<file path="src/design/bcr_pkg.sv">
// shared constants and carrier types for the bus command receiver
package bcr_pkg;

  // ----------------------------------------------------------------
  // clock and timing
  // ----------------------------------------------------------------
  localparam int unsigned CLK_MHZ      = 125;
  localparam int unsigned BIT_NS       = 8000;  // command_bit_period
  localparam int unsigned BIT_CYC      = (BIT_NS * CLK_MHZ) / 1000;
  localparam int unsigned VALID_NS     = 1000;  // least low time to qualify
  localparam int unsigned VALID_CYC    = (VALID_NS * CLK_MHZ + 999) / 1000;
  localparam int unsigned CNT_W        = 10;
  localparam int unsigned LONG_W       = 24;

  // ----------------------------------------------------------------
  // command lengths in bits per mode
  // ----------------------------------------------------------------
  localparam logic [5:0] BITS_DISC     = 6'h01;
  localparam logic [5:0] BITS_CRM      = 6'h20;
  localparam logic [5:0] BITS_PDCM     = 6'h04;

  // ----------------------------------------------------------------
  // register map (byte addresses)
  // ----------------------------------------------------------------
  localparam logic [7:0] OFS_CTRL      = 8'h00;
  localparam logic [7:0] OFS_STATUS    = 8'h04;
  localparam logic [7:0] OFS_CMD       = 8'h08;
  localparam logic [7:0] OFS_COUNT     = 8'h0c;
  localparam logic [7:0] OFS_VREF      = 8'h10;
  localparam logic [2:0] CTRL_RESET    = 3'h0;   // discovery, receiver off
  localparam int unsigned CTRL_EN_BIT  = 2;
  localparam logic [1:0] RESP_OKAY     = 2'h0;
  localparam logic [1:0] RESP_DECERR   = 2'h3;

  // ----------------------------------------------------------------
  // reference averaging
  // ----------------------------------------------------------------
  localparam int unsigned AVG_SHIFT    = 4;
  localparam logic [9:0] LOW_MARGIN    = 10'h020;

  typedef enum logic [1:0] {
    BCR_MODE_DISC = 2'h0,
    BCR_MODE_CRM  = 2'h1,
    BCR_MODE_PDCM = 2'h2,
    BCR_MODE_BDM  = 2'h3
  } bcr_mode_t;

  typedef struct packed {
    logic        awvalid;
    logic [7:0]  awaddr;
    logic        wvalid;
    logic [31:0] wdata;
    logic [3:0]  wstrb;
    logic        bready;
    logic        arvalid;
    logic [7:0]  araddr;
    logic        rready;
  } bcr_axi_req_t;

  typedef struct packed {
    logic        awready;
    logic        wready;
    logic        bvalid;
    logic [1:0]  bresp;
    logic        arready;
    logic        rvalid;
    logic [31:0] rdata;
    logic [1:0]  rresp;
  } bcr_axi_rsp_t;

  typedef struct packed {
    logic start;
    logic valid;
    logic block;
    logic sample;
  } bcr_flags_t;

endpackage

</file>
<file path="src/design/bcr_vhigh_avg.sv">
// low-pass average of the bus high level and low-level decision
`timescale 1ns/100ps
module bcr_vhigh_avg
  import bcr_pkg::*;
(
  // clock and reset
  input  wire logic       aclk,
  input  wire logic       aresetn,
  // sampling control and supply level
  input  wire logic       sample_en,
  input  wire logic [9:0] supply_code,
  // averaged reference and decision
  output logic [9:0]      ref_code,
  output logic            low_det
);

  logic [13:0] acc_reg;
  logic [13:0] acc_next;
  logic        low_reg;
  logic [10:0] supply_sum;

  // ----------------------------------------------------------------
  // averaging
  // ----------------------------------------------------------------
  // first-order filter: acc += x - acc/16, held while sampling is off
  assign acc_next   = sample_en ? 14'(acc_reg + {4'h0, supply_code}
                                      - {4'h0, acc_reg[13:AVG_SHIFT]})
                                : acc_reg;
  assign supply_sum = {1'b0, supply_code} + {1'b0, LOW_MARGIN};
  assign ref_code   = acc_reg[13:AVG_SHIFT];
  assign low_det    = low_reg;

  // accumulator and low-level decision against the average
  always_ff @(posedge aclk) begin
    if (!aresetn) begin
      acc_reg <= 14'h0000;
      low_reg <= 1'b0;
    end else begin
      acc_reg <= acc_next;
      low_reg <= supply_sum < {1'b0, ref_code};
    end
  end

endmodule

</file>
<file path="src/design/bcr_receiver.sv">
// bus command receiver front end with axi4-lite register slave
`timescale 1ns/100ps
// Function
// - a low comparator level marks the possible start of a command
// - comparator feeds a counter on the clock; the valid flag and each received bit come from its value
// - start flag asserts when the counter reaches one
// - start clears at reset or when validity count is missed within one bit
// - start also clears when the mode's lockout interval ends
// - valid flag asserts when validity count is reached within one bit
// - valid and block flags clear at reset and whenever start clears
// - sample enable sets after reset delay and on start clear, clears on start
// - block flag asserts once the mode's complete command has arrived
// - a complete command is handed on with a one-cycle strobe
// - high level averaged only while sampling; low decision uses that average
module bcr_receiver
  import bcr_pkg::*;
#(
  parameter int unsigned POR_DELAY_NS = 1000000,
  parameter int unsigned LOCK_DISC_NS = 400000,
  parameter int unsigned LOCK_CRM_NS  = 300000,
  parameter int unsigned LOCK_PDCM_NS = 60000,
  parameter int unsigned LOCK_BDM_NS  = 60000
)
(
  // clock and reset
  input  wire logic        aclk,
  input  wire logic        aresetn,
  // register bus
  input  wire bcr_axi_req_t axi_req,
  output bcr_axi_rsp_t     axi_rsp,
  // bus comparator and supply level
  input  wire logic        bus_cmp_n,
  input  wire logic [9:0]  supply_code,
  // receiver flags and reference
  output bcr_flags_t       rx_flags,
  output logic [9:0]       vhigh_ref,
  output logic             supply_low,
  // command hand-off to the link layer
  output logic             cmd_done,
  output logic [31:0]      cmd_word,
  output bcr_mode_t        cmd_mode
);

  // ----------------------------------------------------------------
  // derived counts
  // ----------------------------------------------------------------
  localparam logic [LONG_W-1:0] POR_CYC =
    LONG_W'((POR_DELAY_NS * CLK_MHZ) / 1000);
  localparam logic [LONG_W-1:0] LOCK_DISC_CYC =
    LONG_W'((LOCK_DISC_NS * CLK_MHZ) / 1000);
  localparam logic [LONG_W-1:0] LOCK_CRM_CYC =
    LONG_W'((LOCK_CRM_NS * CLK_MHZ) / 1000);
  localparam logic [LONG_W-1:0] LOCK_PDCM_CYC =
    LONG_W'((LOCK_PDCM_NS * CLK_MHZ) / 1000);
  localparam logic [LONG_W-1:0] LOCK_BDM_CYC =
    LONG_W'((LOCK_BDM_NS * CLK_MHZ) / 1000);
  localparam logic [CNT_W-1:0] BIT_LAST  = CNT_W'(BIT_CYC - 1);
  localparam logic [CNT_W-1:0] VALID_TOP = CNT_W'(VALID_CYC);

  // ----------------------------------------------------------------
  // declarations
  // ----------------------------------------------------------------
  logic              cmp_s1_reg;
  logic              cmp_s2_reg;
  logic              start_reg;
  logic              valid_reg;
  logic              block_reg;
  logic              sample_reg;
  logic [CNT_W-1:0]  qual_cnt_reg;
  logic [CNT_W-1:0]  qual_cnt_next;
  logic [CNT_W-1:0]  win_cnt_reg;
  logic [LONG_W-1:0] lock_cnt_reg;
  logic [LONG_W-1:0] por_cnt_reg;
  logic              por_done_reg;
  logic [5:0]        bits_cnt_reg;
  logic [31:0]       shift_reg;
  logic [31:0]       shift_next;
  logic              done_reg;
  logic [31:0]       cmd_reg;
  logic [2:0]        ctrl_reg;
  logic [15:0]       good_cnt_reg;
  logic [15:0]       bad_cnt_reg;
  logic              bus_low;
  logic              rx_en;
  bcr_mode_t         mode;
  logic              start_set;
  logic              valid_set;
  logic              win_fail;
  logic              lock_end;
  logic              start_clr;
  logic              bit_end;
  logic              bit_val;
  logic              bit_take;
  logic              cmd_full;
  logic              por_hit;
  logic [5:0]        bits_need;
  logic [LONG_W-1:0] lock_len;
  // bus slave
  logic              aw_hold_reg;
  logic [7:0]        aw_addr_reg;
  logic              w_hold_reg;
  logic [31:0]       w_data_reg;
  logic [3:0]        w_strb_reg;
  logic              bvalid_reg;
  logic [1:0]        bresp_reg;
  logic              rvalid_reg;
  logic [31:0]       rdata_reg;
  logic [1:0]        rresp_reg;
  logic              aw_take;
  logic              w_take;
  logic              ar_take;
  logic              do_write;
  logic              wr_ctrl;
  logic              wr_count;
  logic              wr_hit;
  logic              rd_hit;
  logic [31:0]       rd_mux;

  // ----------------------------------------------------------------
  // pin synchroniser
  // ----------------------------------------------------------------
  // comparator pin is asynchronous: two flops before any use
  always_ff @(posedge aclk) begin
    if (!aresetn) begin
      cmp_s1_reg <= 1'b1;
      cmp_s2_reg <= 1'b1;
    end else begin
      cmp_s1_reg <= bus_cmp_n;
      cmp_s2_reg <= cmp_s1_reg;
    end
  end

  // ----------------------------------------------------------------
  // mode decode
  // ----------------------------------------------------------------
  // lockout length and command size per operating mode
  assign rx_en     = ctrl_reg[CTRL_EN_BIT];
  assign mode      = bcr_mode_t'(ctrl_reg[1:0]);
  assign bits_need = (mode == BCR_MODE_DISC) ? BITS_DISC :
                     (mode == BCR_MODE_CRM)  ? BITS_CRM  : BITS_PDCM;
  assign lock_len  = (mode == BCR_MODE_DISC) ? LOCK_DISC_CYC :
                     (mode == BCR_MODE_CRM)  ? LOCK_CRM_CYC  :
                     (mode == BCR_MODE_PDCM) ? LOCK_PDCM_CYC : LOCK_BDM_CYC;

  // ----------------------------------------------------------------
  // qualification decode
  // ----------------------------------------------------------------
  // low comparator level
  assign bus_low   = ~cmp_s2_reg;
  assign start_set = ~start_reg & rx_en & bus_low;
  assign bit_end   = start_reg & (win_cnt_reg == BIT_LAST);
  assign valid_set = start_reg & ~valid_reg & bus_low
                   & (qual_cnt_reg == VALID_TOP - 1'b1);
  assign win_fail  = bit_end & ~valid_reg & ~valid_set;
  assign lock_end  = start_reg & (lock_cnt_reg == lock_len - 1'b1);
  assign start_clr = win_fail | lock_end;
  // a bit is a one when it held a qualified low
  assign bit_val   = (qual_cnt_reg >= VALID_TOP) | valid_set;
  assign bit_take  = bit_end & (valid_reg | valid_set) & ~block_reg & ~start_clr;
  assign shift_next = {shift_reg[30:0], bit_val};
  assign cmd_full  = bit_take & (bits_cnt_reg + 1'b1 == bits_need);
  assign por_hit   = ~por_done_reg & (por_cnt_reg == POR_CYC - 1'b1);

  // counter of low cycles, restarted per bit period
  always_comb begin
    qual_cnt_next = qual_cnt_reg;
    if (start_clr) begin
      qual_cnt_next = '0;
    end else if (bit_end) begin
      qual_cnt_next = '0;
    end else if ((start_reg | start_set) && bus_low && qual_cnt_reg != BIT_LAST) begin
      qual_cnt_next = qual_cnt_reg + 1'b1;
    end
  end

  // ----------------------------------------------------------------
  // qualification state
  // ----------------------------------------------------------------
  // counter, bit window and lockout timer
  always_ff @(posedge aclk) begin
    if (!aresetn) begin
      qual_cnt_reg <= '0;
      win_cnt_reg  <= '0;
      lock_cnt_reg <= '0;
    end else begin
      qual_cnt_reg <= qual_cnt_next;
      win_cnt_reg  <= (~start_reg | start_clr | bit_end) ? '0 : win_cnt_reg + 1'b1;
      lock_cnt_reg <= (~start_reg | start_clr) ? '0 : lock_cnt_reg + 1'b1;
    end
  end

  always_ff @(posedge aclk) begin
    if (!aresetn) begin
      start_reg <= 1'b0;
    end else if (start_clr) begin
      start_reg <= 1'b0;
    end else if (start_set) begin
      start_reg <= 1'b1;
    end
  end

  // valid and block follow start down
  always_ff @(posedge aclk) begin
    if (!aresetn) begin
      valid_reg <= 1'b0;
      block_reg <= 1'b0;
    end else if (start_clr) begin
      valid_reg <= 1'b0;
      block_reg <= 1'b0;
    end else begin
      valid_reg <= valid_reg | valid_set;
      block_reg <= block_reg | cmd_full;
    end
  end

  always_ff @(posedge aclk) begin
    if (!aresetn) begin
      por_cnt_reg  <= '0;
      por_done_reg <= 1'b0;
    end else if (!por_done_reg) begin
      por_cnt_reg  <= por_cnt_reg + 1'b1;
      por_done_reg <= por_hit;
    end
  end

  always_ff @(posedge aclk) begin
    if (!aresetn) begin
      sample_reg <= 1'b0;
    end else if (start_set) begin
      sample_reg <= 1'b0;
    end else if (por_hit | (start_clr & por_done_reg)) begin
      sample_reg <= 1'b1;
    end
  end

  // ----------------------------------------------------------------
  // command assembly and hand-off
  // ----------------------------------------------------------------
  // bit shifter and bit counter
  always_ff @(posedge aclk) begin
    if (!aresetn) begin
      shift_reg    <= '0;
      bits_cnt_reg <= '0;
    end else if (start_set) begin
      shift_reg    <= '0;
      bits_cnt_reg <= '0;
    end else if (bit_take) begin
      shift_reg    <= shift_next;
      bits_cnt_reg <= bits_cnt_reg + 1'b1;
    end
  end

  // pass full command to link layer
  always_ff @(posedge aclk) begin
    if (!aresetn) begin
      done_reg <= 1'b0;
      cmd_reg  <= '0;
    end else begin
      done_reg <= cmd_full;
      if (cmd_full) begin
        cmd_reg <= shift_next;
      end
    end
  end

  // event counters, cleared by a write; an event in that cycle still counts
  always_ff @(posedge aclk) begin
    if (!aresetn) begin
      good_cnt_reg <= '0;
      bad_cnt_reg  <= '0;
    end else begin
      good_cnt_reg <= (wr_count ? 16'h0000 : good_cnt_reg) + {15'h0000, cmd_full};
      bad_cnt_reg  <= (wr_count ? 16'h0000 : bad_cnt_reg) + {15'h0000, win_fail};
    end
  end

  // gated averaging of the high level
  bcr_vhigh_avg u_avg (
    .aclk        (aclk),
    .aresetn     (aresetn),
    .sample_en   (sample_reg),
    .supply_code (supply_code),
    .ref_code    (vhigh_ref),
    .low_det     (supply_low)
  );

  // ----------------------------------------------------------------
  // axi4-lite slave
  // ----------------------------------------------------------------
  // address and data are taken independently, answer after both
  assign aw_take  = axi_req.awvalid & ~aw_hold_reg & ~bvalid_reg;
  assign w_take   = axi_req.wvalid & ~w_hold_reg & ~bvalid_reg;
  assign do_write = aw_hold_reg & w_hold_reg & ~bvalid_reg;
  assign ar_take  = axi_req.arvalid & ~rvalid_reg;
  assign wr_ctrl  = do_write & (aw_addr_reg == OFS_CTRL) & w_strb_reg[0];
  assign wr_count = do_write & (aw_addr_reg == OFS_COUNT);
  assign wr_hit   = (aw_addr_reg == OFS_CTRL) | (aw_addr_reg == OFS_COUNT);
  assign rd_hit   = (axi_req.araddr == OFS_CTRL)   | (axi_req.araddr == OFS_STATUS)
                  | (axi_req.araddr == OFS_CMD)    | (axi_req.araddr == OFS_COUNT)
                  | (axi_req.araddr == OFS_VREF);

  // read data selection
  assign rd_mux =
    (axi_req.araddr == OFS_CTRL)   ? {29'h0, ctrl_reg} :
    (axi_req.araddr == OFS_STATUS) ? {24'h0, bits_cnt_reg, start_reg, valid_reg} |
                                     {26'h0, block_reg, sample_reg, 4'h0} & 32'h0 |
                                     {26'h0, block_reg, sample_reg, supply_low,
                                      por_done_reg, 2'h0} :
    (axi_req.araddr == OFS_CMD)    ? cmd_reg :
    (axi_req.araddr == OFS_COUNT)  ? {bad_cnt_reg, good_cnt_reg} :
    (axi_req.araddr == OFS_VREF)   ? {22'h0, vhigh_ref} : 32'h0;

  // write channel holding registers and response
  always_ff @(posedge aclk) begin
    if (!aresetn) begin
      aw_hold_reg <= 1'b0;
      aw_addr_reg <= '0;
      w_hold_reg  <= 1'b0;
      w_data_reg  <= '0;
      w_strb_reg  <= '0;
      bvalid_reg  <= 1'b0;
      bresp_reg   <= RESP_OKAY;
    end else begin
      if (aw_take) begin
        aw_hold_reg <= 1'b1;
        aw_addr_reg <= {axi_req.awaddr[7:2], 2'b00};
      end else if (do_write) begin
        aw_hold_reg <= 1'b0;
      end
      if (w_take) begin
        w_hold_reg <= 1'b1;
        w_data_reg <= axi_req.wdata;
        w_strb_reg <= axi_req.wstrb;
      end else if (do_write) begin
        w_hold_reg <= 1'b0;
      end
      if (do_write) begin
        bvalid_reg <= 1'b1;
        bresp_reg  <= wr_hit ? RESP_OKAY : RESP_DECERR;
      end else if (axi_req.bready) begin
        bvalid_reg <= 1'b0;
      end
    end
  end

  // control register: mode and receiver enable
  always_ff @(posedge aclk) begin
    if (!aresetn) begin
      ctrl_reg <= CTRL_RESET;
    end else if (wr_ctrl) begin
      ctrl_reg <= w_data_reg[2:0];
    end
  end

  // read channel
  always_ff @(posedge aclk) begin
    if (!aresetn) begin
      rvalid_reg <= 1'b0;
      rdata_reg  <= '0;
      rresp_reg  <= RESP_OKAY;
    end else if (ar_take) begin
      rvalid_reg <= 1'b1;
      rdata_reg  <= rd_mux;
      rresp_reg  <= rd_hit ? RESP_OKAY : RESP_DECERR;
    end else if (axi_req.rready) begin
      rvalid_reg <= 1'b0;
    end
  end

  // ----------------------------------------------------------------
  // outputs
  // ----------------------------------------------------------------
  assign axi_rsp.awready = ~aw_hold_reg & ~bvalid_reg;
  assign axi_rsp.wready  = ~w_hold_reg & ~bvalid_reg;
  assign axi_rsp.bvalid  = bvalid_reg;
  assign axi_rsp.bresp   = bresp_reg;
  assign axi_rsp.arready = ~rvalid_reg;
  assign axi_rsp.rvalid  = rvalid_reg;
  assign axi_rsp.rdata   = rdata_reg;
  assign axi_rsp.rresp   = rresp_reg;
  assign rx_flags.start  = start_reg;
  assign rx_flags.valid  = valid_reg;
  assign rx_flags.block  = block_reg;
  assign rx_flags.sample = sample_reg;
  assign cmd_done        = done_reg;
  assign cmd_word        = cmd_reg;
  assign cmd_mode        = mode;

endmodule

</file>
<file path="config.mk">
export PLATFORM = sky130hd
export DESIGN_NAME = bcr_receiver
export DESIGN_NICKNAME = d
export VERILOG_FILES = /design/src/design/bcr_pkg.sv /design/src/design/bcr_vhigh_avg.sv /design/src/design/bcr_receiver.sv
export SDC_FILE = /design/constraint.sdc
export NUM_CORES = 1
export LEC_CHECK = 0
export BUFFER_PORTS_ARGS = -buffer_cell sky130_fd_sc_hd__buf_2
export CAP_MARGIN = 20
export CELL_PAD_IN_SITES_DETAIL_PLACEMENT = 0
export CELL_PAD_IN_SITES_GLOBAL_PLACEMENT = 1
export CORE_UTILIZATION = 39
export DETAILED_ROUTE_END_ITERATION = 10
export GPL_TIMING_DRIVEN = 0
export MAX_ROUTING_LAYER = met4
export PLACE_DENSITY = 0.73
export SLEW_MARGIN = 20
export SYNTH_ARGS = -nofsm -noshare
export SYNTH_HDL_FRONTEND = slang
export SYNTH_SLANG_ARGS = --single-unit
</file>
<file path="constraint.sdc">
create_clock -name aclk -period 3.65 [get_ports aclk]
set_input_delay 1.095 -clock aclk [delete_from_list [all_inputs] [get_ports aclk]]
set_output_delay 1.095 -clock aclk [all_outputs]
set_load 0.01 [all_outputs]
</file>
* Yosys cells after proc, flatten, opt, wreduce, memory -nomap -nowiden *
Cells that the tools add are included.

cells by class
  $add $sub $neg = 11
  $lt $le $gt $ge = 2
  equal/unequal tests = 12
  mux-type cells = 21
  bitwise operators = 53
  reductions and logical operators = 14

operators by type and width
  kind                                                                     count
  32-bit 2-to-1 mux                                                        4
  16-bit 2-to-1 mux                                                        4
  24-bit by 1-bit adder with 24-bit output, second input constant          2
  16-bit by 1-bit adder with 16-bit output                                 2
  1-bit AND                                                                27
  24-bit by 17-bit equality test with 1-bit output, second input constant  1
  24-bit equality test                                                     1
  10-bit by 1-bit adder with 10-bit output, second input constant          2
  16-bit by 1-bit subtractor with 17-bit output, second input constant     1
  8-bit by 4-bit equality test with 1-bit output, second input constant    2
  8-bit zero test                                                          2
  14-bit by 10-bit adder with 14-bit output                                1
  14-bit by 10-bit subtractor with 14-bit output                           1
  1-bit OR                                                                 13
  6-bit 2-to-1 mux                                                         2
  1-bit NOT                                                                12
  10-bit by 6-bit adder with 11-bit output, second input constant          1
  11-bit by 10-bit < comparator with 1-bit output                          1
  10-bit equality test, second input constant                              1
  10-bit by 7-bit equality test with 1-bit output, second input constant   1
  10-bit by 7-bit >= comparator with 1-bit output, second input constant   1
  10-bit 2-to-1 mux                                                        1
  10-bit inequality test, second input constant                            1
  8-bit by 3-bit equality test with 1-bit output, second input constant    1
  13 further kinds                                                         28

storage, ports and cells
  register bits = 245
  input port bits = 70
  output and inout bits = 91
  logic and storage cells = 143

* Depth between registers and ports, before layout *
Gate-level depths: netlist of the first run.

  depth in word-level cells = 11
  mapped depth = 15
  gate-level depth less buffers = 14

* Modules after synthesis *
Synthesis of the first run repeated with hierarchy kept, for this count alone.

unflattened totals
  cell total of the unflattened synthesis = 1377
  area total of the unflattened synthesis = 11903.9 um^2

modules (own cells, without submodules)
  module         times used  cells an instance  area each (um^2)  sequential area each (um^2)
  bcr_receiver   1           1155               10037.1           4564.4
  bcr_vhigh_avg  1           222                1866.8            300.3

* Least setup slack after synthesis of the first run *
Ideal clock, no wire load.

  path kind = reg-to-reg
  start = reg qual_cnt_reg[0]
  end = reg good_cnt_reg[13]
  setup time = 0.070 ns
  arrival time = 3.447 ns
  required time = 3.580 ns
  path slack = 0.133 ns
  stages on the path, launching flop included = 14
  path buffers = 1
  clock period less this slack = 3.517 ns
  path through = dfxtp_1 inv_1 ha_1 nor4bb_1 a41oi_1 or3_4 a41o_1 buf_6 nor2_1 ha_1 nand3_1 or4b_2 or3_1 a21oi_1

between the ends
  cells in the longest elaborated chain, start to end = 9
  elaborated cells on any way between the ends = 12
  classes of those cells = 1 x add/sub; 1 x eq/ne; 10 x bitwise

RTL lines
  what                                               line                 text
  start: declaration                                 bcr_receiver.sv:69   logic [CNT_W-1:0] qual_cnt_reg;
  start signal: assignment                           bcr_receiver.sv:186  qual_cnt_reg <= qual_cnt_next;
  10-bit by 7-bit equality test with 1-bit output *  bcr_receiver.sv:153  & (qual_cnt_reg == VALID_TOP - 1'b1);
  1-bit AND *                                        bcr_receiver.sv:153
  1-bit NOT                                          bcr_receiver.sv:154  assign win_fail = bit_end & ~valid_reg & ~valid_set;
  1-bit AND                                          bcr_receiver.sv:154
  1-bit OR                                           bcr_receiver.sv:156  assign start_clr = win_fail | lock_end;
  1-bit NOT                                          bcr_receiver.sv:159  assign bit_take = bit_end & (valid_reg | valid_set) & ~block_reg & ~start_clr;
  1-bit AND *                                        bcr_receiver.sv:159
  1-bit AND *                                        bcr_receiver.sv:161  assign cmd_full = bit_take & (bits_cnt_reg + 1'b1 == bits_need);
  named net cmd_full                                 bcr_receiver.sv:94   logic cmd_full;
  16-bit by 1-bit adder with 16-bit output *         bcr_receiver.sv:272  good_cnt_reg <= (wr_count ? 16'h0000 : good_cnt_reg) + {15'h0000, cmd_full};
  end signal: assignment                             bcr_receiver.sv:272
  end: declaration                                   bcr_receiver.sv:81   logic [15:0] good_cnt_reg;

Mark *: on every way through the listed nets, which the timed path passes. The rest lies on a longest branch.
A chain may end at the register's enable or synchronous reset.

* Worst setup path in the final report of the first run *
  start = reg start_reg
  end = reg good_cnt_reg[13]

between the ends
  cells in the longest elaborated chain, start to end = 10
  elaborated cells on any way between the ends = 16
  classes of those cells = 1 x add/sub; 15 x bitwise

RTL lines
  what                                        line                 text
  start: declaration                          bcr_receiver.sv:65   logic start_reg;
  start signal: assignment                    bcr_receiver.sv:194  start_reg <= 1'b0;
  start signal: assignment                    bcr_receiver.sv:196  start_reg <= 1'b0;
  start signal: assignment                    bcr_receiver.sv:198  start_reg <= 1'b1;
  1-bit AND (2 in a row)                      bcr_receiver.sv:152  assign valid_set = start_reg & ~valid_reg & bus_low
  1-bit AND                                   bcr_receiver.sv:153
  1-bit NOT                                   bcr_receiver.sv:154
  1-bit AND                                   bcr_receiver.sv:154
  1-bit OR                                    bcr_receiver.sv:156
  1-bit NOT                                   bcr_receiver.sv:159
  1-bit AND *                                 bcr_receiver.sv:159
  1-bit AND *                                 bcr_receiver.sv:161
  named net cmd_full                          bcr_receiver.sv:94
  16-bit by 1-bit adder with 16-bit output *  bcr_receiver.sv:272

Marks and branches as above.

==> results of run 1 <==
[timing repair]
item	4_1_cts	5_1_grt
gates resized for setup	13	14
setup buffers	1	5
pin swaps	2	3
endpoints found under the setup margin	13	8
[power groups by stage]
stage	Combinational (mW)	Clock [mW]	Sequential [mW]
after detailed placement	0.343	0	2.75
after CTS	0.345	3.02	2.69
after floorplan	0.221	0	2.75
after global placement	0.341	0	2.75
final	0.345	2.97	2.69
after global routing	0.384	3.12	2.69
[cell usage after synthesis (4+ instances only)]
library cell / number / area [um2]
buf_2: 5 / 25.0
o21bai_1: 4 / 30.0
o311ai_0: 4 / 35.0
inv_1: 64 / 240
nand4b_1: 7 / 61.3
a211oi_1: 18 / 135
xnor2_1: 49 / 429
nor2b_1: 6 / 37.5
nand3b_1: 4 / 30.0
buf_4: 21 / 158
a221oi_1: 4 / 35.0
and2_1: 18 / 113
ha_1: 36 / 450
a21o_1: 9 / 67.6
xor2_1: 52 / 455
nor3_1: 42 / 210
nand4_1: 19 / 119
fa_1: 10 / 200
nor2_1: 193 / 724
nor4b_1: 5 / 43.8
clkbuf_1: 51 / 191
nand2_1: 124 / 465
nand2b_1: 17 / 106
and3_1: 18 / 113
or3_1: 12 / 75.1
nor4_1: 5 / 31.3
o31ai_1: 4 / 30.0
nand3_1: 79 / 395
o21ai_0: 57 / 285
a21oi_1: 120 / 601
a31o_2: 4 / 35.0
mux2i_1: 45 / 450
buf_1: 12 / 45.0
mux2_2: 4 / 45.0
dfxtp_1: 243 / 4860
[per-layer routing]
layer,part of all wire (%),GRT usage (%),vias to the layer above
li1,-,-,5178
met1,49,30.9,4819
met2,44,34.0,237
met3,5.0,2.81,46
met4,1.8,5.83,0
met5,0,-,-
[final timing paths]
check                              start                     endpoint  slack (ps)  depth (start not counted)
hold / removal     cmp_s1_reg$_SDFF_PN1_        cmp_s2_reg$_SDFF_PN1_         420                          1
setup / recovery  start_reg$_SDFFE_PP0P_  good_cnt_reg[13]$_SDFF_PN0_         120                         12
hold reg to reg    cmp_s1_reg$_SDFF_PN1_        cmp_s2_reg$_SDFF_PN1_         420                          1
setup reg to reg  start_reg$_SDFFE_PP0P_  good_cnt_reg[13]$_SDFF_PN0_         120                         12
[final cells by class]
cell class                 count  share of cell area, %
inverter                      65                   1.74
sequential                   243                   34.8
timing repair buffer         132                   4.82
buffer                        90                   3.10
tap                          390                   3.48
clock inverter                11                   1.44
multi-input combinational   1020                   45.2
clock buffer                  38                   5.40
[worst register-to-register path: cells and delay by family (launching register included)]
| kind | cells | cell delay [ps] |
|---|---|---|
| buf+inv | 3 | 310 |
| simple gates | 6 | 2140 |
| fa+ha+maj | 1 | 220 |
| flops | 1 | 370 |
| compound gates | 2 | 420 |
[stage by stage]
step | hold slack [ps] | cells | area (um2)
6_report | 415 | 1989 | 14000
5_1_grt | 461 | 1989 | 14000
4_1_cts | 424 | 1984 | 13900
3_5_place_dp | 407 | 1934 | 12900
3_3_place_gp | 402 | 1934 | 12900
2_1_floorplan | 386 | 1418 | 11800
[cell families after synthesis]
| kind of cell | Yosys count | share of synthesized area, % |
|---|---|---|
| DFF | 243 | 41.3 |
| and+or+nand+nor | 570 | 23.0 |
| muxes | 49 | 4.21 |
| buffers and inverters | 155 | 5.73 |
| xor gates and xnor gates | 101 | 7.51 |
| adders and majority gates | 46 | 5.52 |
| AOI/OAI and AO/OA | 254 | 12.8 |
==> impl_metrics.env, run 1 <==
export IMPL_grt_usage_pct=22.3
export IMPL_drc=0
export IMPL_relSlewSlack_pct=39.8
export IMPL_crit_top_cell="buf_6"
export IMPL_fin_ws_ps=122
export IMPL_synth_edf_count=0
export IMPL_pwr_density_cell_nw_per_um2=428
export IMPL_cp_arrival_ps=4010
export IMPL_synth_area_um2=11800
export IMPL_seqCellArea_um2=4880
export IMPL_seq_area_frac_synth_pct=41.3
export IMPL_power_internal_mw=4.60
export IMPL_htree_levels=1
export IMPL_pwr_share_clk_pct=49.4
export IMPL_multi_input_comb_area_um2=6340
export IMPL_syn_nets=1534
export IMPL_cts_sinks=243
export IMPL_hold_path_class="flop to flop"
export IMPL_grt_pass1_wl_mm=52.9
export IMPL_fin_worst_skew_ps=17.1
export IMPL_postLayoutCoreUtil_pct=47.3
export IMPL_cts_buffers=27
export IMPL_gp_congestion=0.879
export IMPL_vias_per_cell=5.17
export IMPL_hold_buffers=0
export IMPL_drive_above_1_share_pct=14.8
export IMPL_crit_path_start_kind="flop"
export IMPL_wl_mm=33.6
export IMPL_cts_buffer_depth=3
export IMPL_avgSynthCellArea_um2=8.31
export IMPL_grt_max_degree=15
export IMPL_power_share_combinational_pct=5.7
export IMPL_portBuffers=126
export IMPL_antennaDiodeCount=0
export IMPL_worst_slew_pin_slew_ps=904
export IMPL_synth_main_ff_cell="dfxtp_1"
export IMPL_netlist_instances=1418
export IMPL_dpl_worst_slack_ps=-696
export IMPL_row_count=63
export IMPL_grt_pass1_vias=9693
export IMPL_ir_worst_vdd_mv=0.299
export IMPL_leakage_nw=5.41
export IMPL_n_fill_cell=2968
export IMPL_switching_share_pct=23.3
export IMPL_dp_hpwl_mm=24.8
export IMPL_crit_path_top_delay_cell="or4b_4"
export IMPL_layout_nets=1695
export IMPL_core_area_um2=29600
export IMPL_final_common_cell="dfxtp_1"
export IMPL_num_io_pins=161
export IMPL_ctsRootBufferMaster="clkbuf_16"
export IMPL_cp_max_fo=10
export IMPL_drv_slew=0
export IMPL_seqPwrFrac_pct=44.8
export IMPL_ant_nets=0
export IMPL_cp_data_required_time_ps=4140
export IMPL_dieHeight_um=176
export IMPL_drtIter0Drc=724
export IMPL_cp_num_buf_inv=3
export IMPL_ys_types=65
export IMPL_rsz0062_at_grt="no"
export IMPL_worstPathCellList="buf_6 -> inv_2 -> or4_4 -> or3_4 -> a41o_4 -> buf_6 -> nor2_4 -> ha_2 -> nand3_2 -> or4b_4 -> or3_1 -> a21oi_1"
export IMPL_clk_pin_slew_ps=70
export IMPL_fmax_mhz=283
export IMPL_initial_core_util_pct=39.7
export IMPL_switchingPower_mw=1.40
export IMPL_synth_async_reset_ratio_pct=0
export IMPL_die_width_um=176
export IMPL_die_area_um2=30900
export IMPL_hold_viol_final=0
export IMPL_max_stage_delay_ps=600
export IMPL_grt_overflow=0
export IMPL_yosys_warnings=0
export IMPL_status="completed"
export IMPL_layout_common_cells="dfxtp_1, nor2_1, buf_2, nand2_1, a21oi_1"
export IMPL_cts_tree="built"
export IMPL_end_kind="flop"
export IMPL_total_power_mw=6.01
export IMPL_wl_per_cell_um=16.9
export IMPL_vias=10300
export IMPL_ys_seq_elements=243
export IMPL_synthToLayoutAreaGrowth_pct=19.0
export IMPL_fin_tns_setup_ps=0
export IMPL_first_pass_iters=5
export IMPL_critPathTopFamily="simple AND/OR/NAND/NOR gates"
export IMPL_period_needed_ps=3530
export IMPL_maxCapViolCount=0
export IMPL_antenna_found_initial=0
export IMPL_setup_violations=0
export IMPL_critPathKind="flop to flop"
export IMPL_finalCritPeriodShare_pct=96.7
export IMPL_insertion_delay_ps=560
No activity file was read; power rests on OpenSTA's default activity.
==> run 2: changes to the inputs <==
--- a/config.mk
+++ b/config.mk
@@ -5,15 +5,18 @@
 export SDC_FILE = /design/constraint.sdc
 export NUM_CORES = 1
 export LEC_CHECK = 0
+export ABC_AREA = 1
+export ABC_CLOCK_PERIOD_IN_PS = 3650
 export BUFFER_PORTS_ARGS = -buffer_cell sky130_fd_sc_hd__buf_2
 export CAP_MARGIN = 20
 export CELL_PAD_IN_SITES_DETAIL_PLACEMENT = 0
 export CELL_PAD_IN_SITES_GLOBAL_PLACEMENT = 1
 export CORE_UTILIZATION = 39
+export CTS_BUF_LIST = sky130_fd_sc_hd__clkbuf_4
 export DETAILED_ROUTE_END_ITERATION = 10
 export GPL_TIMING_DRIVEN = 0
 export MAX_ROUTING_LAYER = met4
-export PLACE_DENSITY = 0.73
+export PLACE_DENSITY = 0.76
 export SLEW_MARGIN = 20
 export SYNTH_ARGS = -nofsm -noshare
 export SYNTH_HDL_FRONTEND = slang
==> run 2 against run 1 <==
Net effect: routed wire length up 20%; synthesized area up 7.6%; non-clock buffer count down 12; clock power down 11%; power down 5.5%; first-iteration DRC count up 8.1%; sequential power about the same.
==> impl_metrics.env, run 2 <==
export IMPL_status="completed"
export IMPL_cp_arrival_ps=3760
export IMPL_grtUsageMet3_pct=5.81
export IMPL_synth_area_um2=12700
export IMPL_synth_async_reset_ratio_pct=0
export IMPL_worst_slew_pin_slew_ps=1040
export IMPL_cp_max_fo=7
export IMPL_n_fill_cell=3457
export IMPL_clk_pin_slew_ps=60
export IMPL_portBuffers=126
export IMPL_ant_nets=0
export IMPL_cts_buffer_depth=3
export IMPL_hold_viol_final=0
export IMPL_ir_worst_vdd_mv=0.219
export IMPL_yosys_warnings=0
export IMPL_maxCapViolCount=0
export IMPL_layout_common_cells="nand2_1, nor2_1, inv_1, dfxtp_1, a21oi_1"
export IMPL_ys_types=41
export IMPL_cts_sinks=243
export IMPL_num_io_pins=161
export IMPL_rsz0062_at_grt="no"
export IMPL_end_kind="flop"
export IMPL_insertion_delay_ps=720
export IMPL_ys_seq_elements=243
export IMPL_netlist_instances=1878
export IMPL_crit_path_start_kind="flop"
export IMPL_first_pass_iters=5
export IMPL_grt_max_degree=11
export IMPL_dp_hpwl_mm=30.8
export IMPL_die_width_um=182
export IMPL_hold_buffers=0
export IMPL_die_area_um2=33200
export IMPL_synth_main_ff_cell="dfxtp_1"
export IMPL_grt_pass1_vias=12200
export IMPL_ctsRootBufferMaster="clkbuf_4"
export IMPL_syn_nets=1994
export IMPL_synthToLayoutAreaGrowth_pct=16.4
export IMPL_fin_worst_skew_ps=61.2
export IMPL_vias=12700
export IMPL_drc=0
export IMPL_grt_most_used_layer="met2"
export IMPL_cts_tree="built"
export IMPL_htree_levels=3
export IMPL_drtIter0Drc=783
export IMPL_layout_nets=2193
export IMPL_critPathKind="flop to flop"
export IMPL_vias_per_cell=4.95
export IMPL_gp_congestion=0.919
export IMPL_synth_common_cells="nand2_1, nor2_1, inv_1"
export IMPL_drv_slew=0
export IMPL_setup_violations=0
export IMPL_seq_area_frac_synth_pct=38.4
export IMPL_synth_edf_count=0
export IMPL_cts_buffers=71
export IMPL_post_cts_buffers=0
export IMPL_row_count=65
export IMPL_fin_tns_setup_ps=0
export IMPL_grt_usage_pct=25.4
export IMPL_leakage_nw=6.57
export IMPL_avgSynthCellArea_um2=6.75
export IMPL_cp_data_required_time_ps=4260
export IMPL_hold_path_class="flop to flop"
export IMPL_seqCellArea_um2=4860
export IMPL_multi_input_comb_area_um2=6370
export IMPL_cts_resized=0
export IMPL_use_met2_pct=39.6
export IMPL_grt_pass1_wl_mm=63.8
export IMPL_drive_above_1_share_pct=14.2
export IMPL_initial_core_util_pct=39.8
export IMPL_yosysMostFrequentCell="nand2_1"
export IMPL_final_cell_area_um2=14700
export IMPL_wl_mm=40.4
export IMPL_final_common_cell="nand2_1"
export IMPL_relSlewSlack_pct=30.9
export IMPL_synth_area_leaders="dfxtp_1, nand2_1, nor2_1"
export IMPL_placed_area_um2=13800
export IMPL_yosysTopAreaCellShare_pct=38.4
export IMPL_antenna_found_initial=5
export IMPL_met1_usage_pct=31.8
export IMPL_core_area_um2=31800
export IMPL_grt_overflow=0
export IMPL_fmax_mhz=317
export IMPL_dieHeight_um=182
export IMPL_pwr_density_cell_nw_per_um2=385
export IMPL_finalCritPeriodShare_pct=86.3
export IMPL_wl_per_cell_um=15.8
export IMPL_yosysTopAreaCell="dfxtp_1"
export IMPL_period_needed_ps=3150
[run 2: cell types whose count changed after synthesis, sizes merged, moves of 17 or more]
| cell | previous run | this run |
|---|---|---|
| nor2 | 193 | 290 |
| and2 | 18 | 0 |
| inv | 65 | 259 |
| xor2 | 52 | 32 |
| a21oi | 120 | 153 |
| mux2i | 45 | 0 |
| nand2 | 124 | 399 |
| nand2b | 17 | 0 |
| xnor2 | 49 | 7 |
| o21ai | 58 | 116 |
| nand3 | 79 | 112 |
| and3 | 18 | 0 |
[run 2: cell type report]
type,count,share of cell area (%)
Inverter,262,6.67
Antenna cell,4,0.0679
Buffer,84,3.05
Tap cell,435,3.69
Multi-Input combinational cell,1289,43.2
Sequential cell,243,33.0
Clock inverter,15,0.950
Clock buffer,100,5.09
Timing Repair Buffer,126,4.28
[run 2: path summary, 6_finish.rpt]
check        cells after the start  slack [ps]                    startpoint                          to
max reg2reg                     18         500  bits_cnt_reg[0]$_SDFFE_PP0P_  good_cnt_reg[8]$_SDFF_PN0_
min reg2reg                      1         430         cmp_s1_reg$_SDFF_PN1_       cmp_s2_reg$_SDFF_PN1_
min                              1         430         cmp_s1_reg$_SDFF_PN1_       cmp_s2_reg$_SDFF_PN1_
max                             18         500  bits_cnt_reg[0]$_SDFFE_PP0P_  good_cnt_reg[8]$_SDFF_PN0_
[run 2: stage by stage]
| stage | total power, mW | util (%) | instances | worst slack [ps] | hold WS [ps] |
|---|---|---|---|---|---|
| floorplan | 2.96 | - | 1878 | 714 | 393 |
| global placement | 3.08 | 43.5 | 2439 | 357 | 401 |
| detailed placement | 3.09 | 43.5 | 2439 | 332 | 412 |
| global route | 5.95 | 46.4 | 2558 | 113 | 457 |
| CTS | 5.76 | 46.3 | 2554 | 542 | 435 |
| finish | 5.68 | 46.4 | 2558 | 499 | 430 |
[run 2: power breakdown]
group | internal, mW | switching (mW)
Combinational | 0.111 | 0.231
Sequential | 2.67 | 0.0127
Clock | 1.46 | 1.19
[run 2: cell families (layout without fill, tap and decap cells)]
group                      after synthesis  after routing  synth area share [%]
AOI/OAI and AO/OA                      307            307                  12.7
buffers and inverters                  346            587                  11.3
adders and majority gates               46             46                  5.13
DFF                                    243            243                  38.4
other                                    0              4                     0
and+or+nand+nor                        897            897                  29.7
xor gates and xnor gates                39             39                  2.70
[run 2: routing by layer]
| metal | part of all wire, % | wire length [um] |
|---|---|---|
| met5 | 0 | 0 |
| met2 | 45 | 18100 |
| met1 | 47 | 18800 |
| met3 | 5.6 | 2270 |
| met4 | 2.9 | 1150 |
[run 2: critical path, stage by stage, from the launching register on]
cell and delay (ps):
dfxtp_1 500, ha_1 250, nand2_1 90, o21ai_0 150, nand2_1 110, nor2_1 110, nand2_1 60, nor2_2 200
inv_1 60, nor2_1 200, ha_1 260, ha_1 200, nand4_1 170, nor2_1 290, inv_1 100, nor2_1 140
nand2_1 70, nand2_1 60, nor2_1 50
==> run 3: changes to the inputs <==
--- a/config.mk
+++ b/config.mk
@@ -7,16 +7,16 @@
 export LEC_CHECK = 0
 export ABC_AREA = 1
 export ABC_CLOCK_PERIOD_IN_PS = 3650
-export BUFFER_PORTS_ARGS = -buffer_cell sky130_fd_sc_hd__buf_2
 export CAP_MARGIN = 20
 export CELL_PAD_IN_SITES_DETAIL_PLACEMENT = 0
 export CELL_PAD_IN_SITES_GLOBAL_PLACEMENT = 1
 export CORE_UTILIZATION = 39
 export CTS_BUF_LIST = sky130_fd_sc_hd__clkbuf_4
 export DETAILED_ROUTE_END_ITERATION = 10
+export DONT_BUFFER_PORTS = 1
 export GPL_TIMING_DRIVEN = 0
 export MAX_ROUTING_LAYER = met4
-export PLACE_DENSITY = 0.76
+export PLACE_DENSITY = 0.7
 export SLEW_MARGIN = 20
 export SYNTH_ARGS = -nofsm -noshare
 export SYNTH_HDL_FRONTEND = slang
==> run 3 against run 2 <==
Net effect: maximum frequency decreased by 3.3%; first-iteration DRC count decreased by 5.0%; combinational power decreased by 13%; die area unchanged; largest cell class unchanged; via count decreased by 5.0%; setup slack got worse by 110 ps; register-to-register slack got worse by 110 ps; critical path depth decreased by 2; clock-buffer cell count increased by 5; largest power group is now clock; clock power increased by 4%.
==> impl_metrics.env, run 3 (same netlist as run 2, synthesis figures left out) <==
export IMPL_drc=0
export IMPL_end_kind="flop"
export IMPL_period_needed_ps=3260
export IMPL_critPathTopFamily="simple AND/OR/NAND/NOR gates"
export IMPL_die_area_um2=33200
export IMPL_ir_worst_vdd_mv=0.166
export IMPL_crit_path_start_kind="flop"
export IMPL_finalCritPeriodShare_pct=89.3
export IMPL_dp_hpwl_mm=30.8
export IMPL_maxCapViolCount=0
export IMPL_placed_area_um2=13200
export IMPL_power_internal_mw=4.29
export IMPL_grt_pass1_vias=11700
export IMPL_drtIter0Drc=744
export IMPL_leakage_nw=5.96
export IMPL_synthToLayoutAreaGrowth_pct=11.7
export IMPL_initial_core_util_pct=39.8
export IMPL_switching_share_pct=25.5
export IMPL_gp_congestion=0.884
export IMPL_hold_buffers=0
export IMPL_portBuffers=0
export IMPL_cp_data_required_time_ps=4280
export IMPL_cp_max_fo=10
export IMPL_htree_levels=3
export IMPL_fmax_mhz=307
export IMPL_grt_overflow=0
export IMPL_ctsRootBufferMaster="clkbuf_4"
export IMPL_cts_resized=0
export IMPL_ant_nets=0
export IMPL_fin_tns_setup_ps=0
export IMPL_critPathKind="flop to flop"
export IMPL_core_area_um2=31800
export IMPL_cts_buffers=74
export IMPL_vias=12000
export IMPL_fin_worst_skew_ps=45.9
export IMPL_num_io_pins=161
export IMPL_relSlewSlack_pct=33.8
export IMPL_cts_buffer_depth=3
export IMPL_pwr_density_cell_nw_per_um2=406
export IMPL_hold_path_class="flop to flop"
export IMPL_grt_pass1_wl_mm=63.6
export IMPL_dieHeight_um=182
export IMPL_crit_top_cell="nor2_1"
export IMPL_layout_nets=2070
export IMPL_worst_slew_pin_slew_ps=992
export IMPL_fin_ws_ps=392
export IMPL_crit_path_top_delay_cell="dfxtp_1"
export IMPL_pwr_share_clk_pct=48.0
export IMPL_drive_above_1_share_pct=8.95
export IMPL_final_cell_area_um2=14200
export IMPL_final_common_cell="nand2_1"
export IMPL_die_width_um=182
export IMPL_postLayoutCoreUtil_pct=44.5
export IMPL_cts_tree="built"
export IMPL_rsz0062_at_grt="no"
export IMPL_whs_ps=423
export IMPL_cts_sinks=243
export IMPL_drv_slew=0
export IMPL_wl_mm=40.4
export IMPL_setup_violations=0
export IMPL_hold_viol_final=0
export IMPL_row_count=65
export IMPL_power_share_combinational_pct=5.2
export IMPL_antenna_found_initial=1
export IMPL_wl_per_cell_um=16.6
export IMPL_grt_max_degree=11
export IMPL_clk_pin_slew_ps=60
export IMPL_cp_arrival_ps=3880
export IMPL_status="completed"
export IMPL_insertion_delay_ps=750
export IMPL_seqPwrFrac_pct=46.8
export IMPL_switchingPower_mw=1.47
export IMPL_post_cts_buffers=0
export IMPL_grt_usage_pct=25.4
export IMPL_first_pass_iters=6
export IMPL_layout_common_cells="nand2_1, nor2_1, inv_1, dfxtp_1, a21oi_1"
export IMPL_worstPathCellList="inv_1 -> nand3_1 -> nor2_1 -> nand2_1 -> buf_4 -> clkinv_1 -> nor2_1 -> ha_1 -> ha_1 -> nand4_1 -> nor2_1 -> inv_1 -> nor2_1 -> nand2_1 -> nand2_1 -> nor2_1"
export IMPL_dpl_worst_slack_ps=436
export IMPL_cp_num_buf_inv=4
export IMPL_vias_per_cell=4.93
export IMPL_max_stage_delay_ps=430
-- run 3: cell count changes in the layout (fill, tap and decap cells not counted), sizes merged --
cell	change
buf	-126
clkinv	+3
clkbuf	+5
clkinvlp	-1
diode	-2
-- run 3: area by class of cell --
type,instances,area [um2]
Multi-Input combinational cell,1289,6370
Sequential cell,243,4860
Clock buffer,105,788
Inverter,262,983
Fill cell,3503,17600
Antenna cell,2,5.00
Clock inverter,17,145
Tap cell,435,544
Buffer,84,449
-- run 3: power by group through the flow --
stage	Clock, mW	Combinational (mW)	Sequential, mW
finish	2.76	0.298	2.69
global route	2.99	0.340	2.69
CTS	2.84	0.301	2.69
detailed placement	0	0.299	2.75
global placement	0	0.297	2.75
floorplan	0	0.215	2.74
-- run 3: worst register-to-register path: cells and delay by family, from the launching register on --
kind          cells  cell delay [ps]
simple gates     10             1400
buf+inv           4              860
fa+ha+maj         2              470
flops             1              430
-- run 3: final timing paths --
| path | cells past startpoint | end | slack [ps] | start |
|---|---|---|---|---|
| setup / recovery | 16 | good_cnt_reg[8]$_SDFF_PN0_ | 390 | bvalid_reg$_SDFFE_PN0P_ |
| hold / removal | 1 | cmp_s2_reg$_SDFF_PN1_ | 420 | cmp_s1_reg$_SDFF_PN1_ |
| setup reg to reg | 16 | good_cnt_reg[8]$_SDFF_PN0_ | 390 | bvalid_reg$_SDFFE_PN0P_ |
| hold reg to reg | 1 | cmp_s2_reg$_SDFF_PN1_ | 420 | cmp_s1_reg$_SDFF_PN1_ |
-- run 3: metal layers --
metal  up-vias  GRT usage [%]  share of wire (%)
met4         0           10.6                3.2
met3        80           5.85                6.1
met2       328           38.6                 44
li1       6183              -                  -
met5         -              -                  0
met1      5428           32.4                 46
-- run 3: per-stage QoR --
stage | total power [mW] | cells
after floorplan | 2.96 | 1878
after global placement | 3.05 | 2313
after detailed placement | 3.05 | 2313
after CTS | 5.83 | 2435
after global routing | 6.02 | 2437
final | 5.75 | 2437
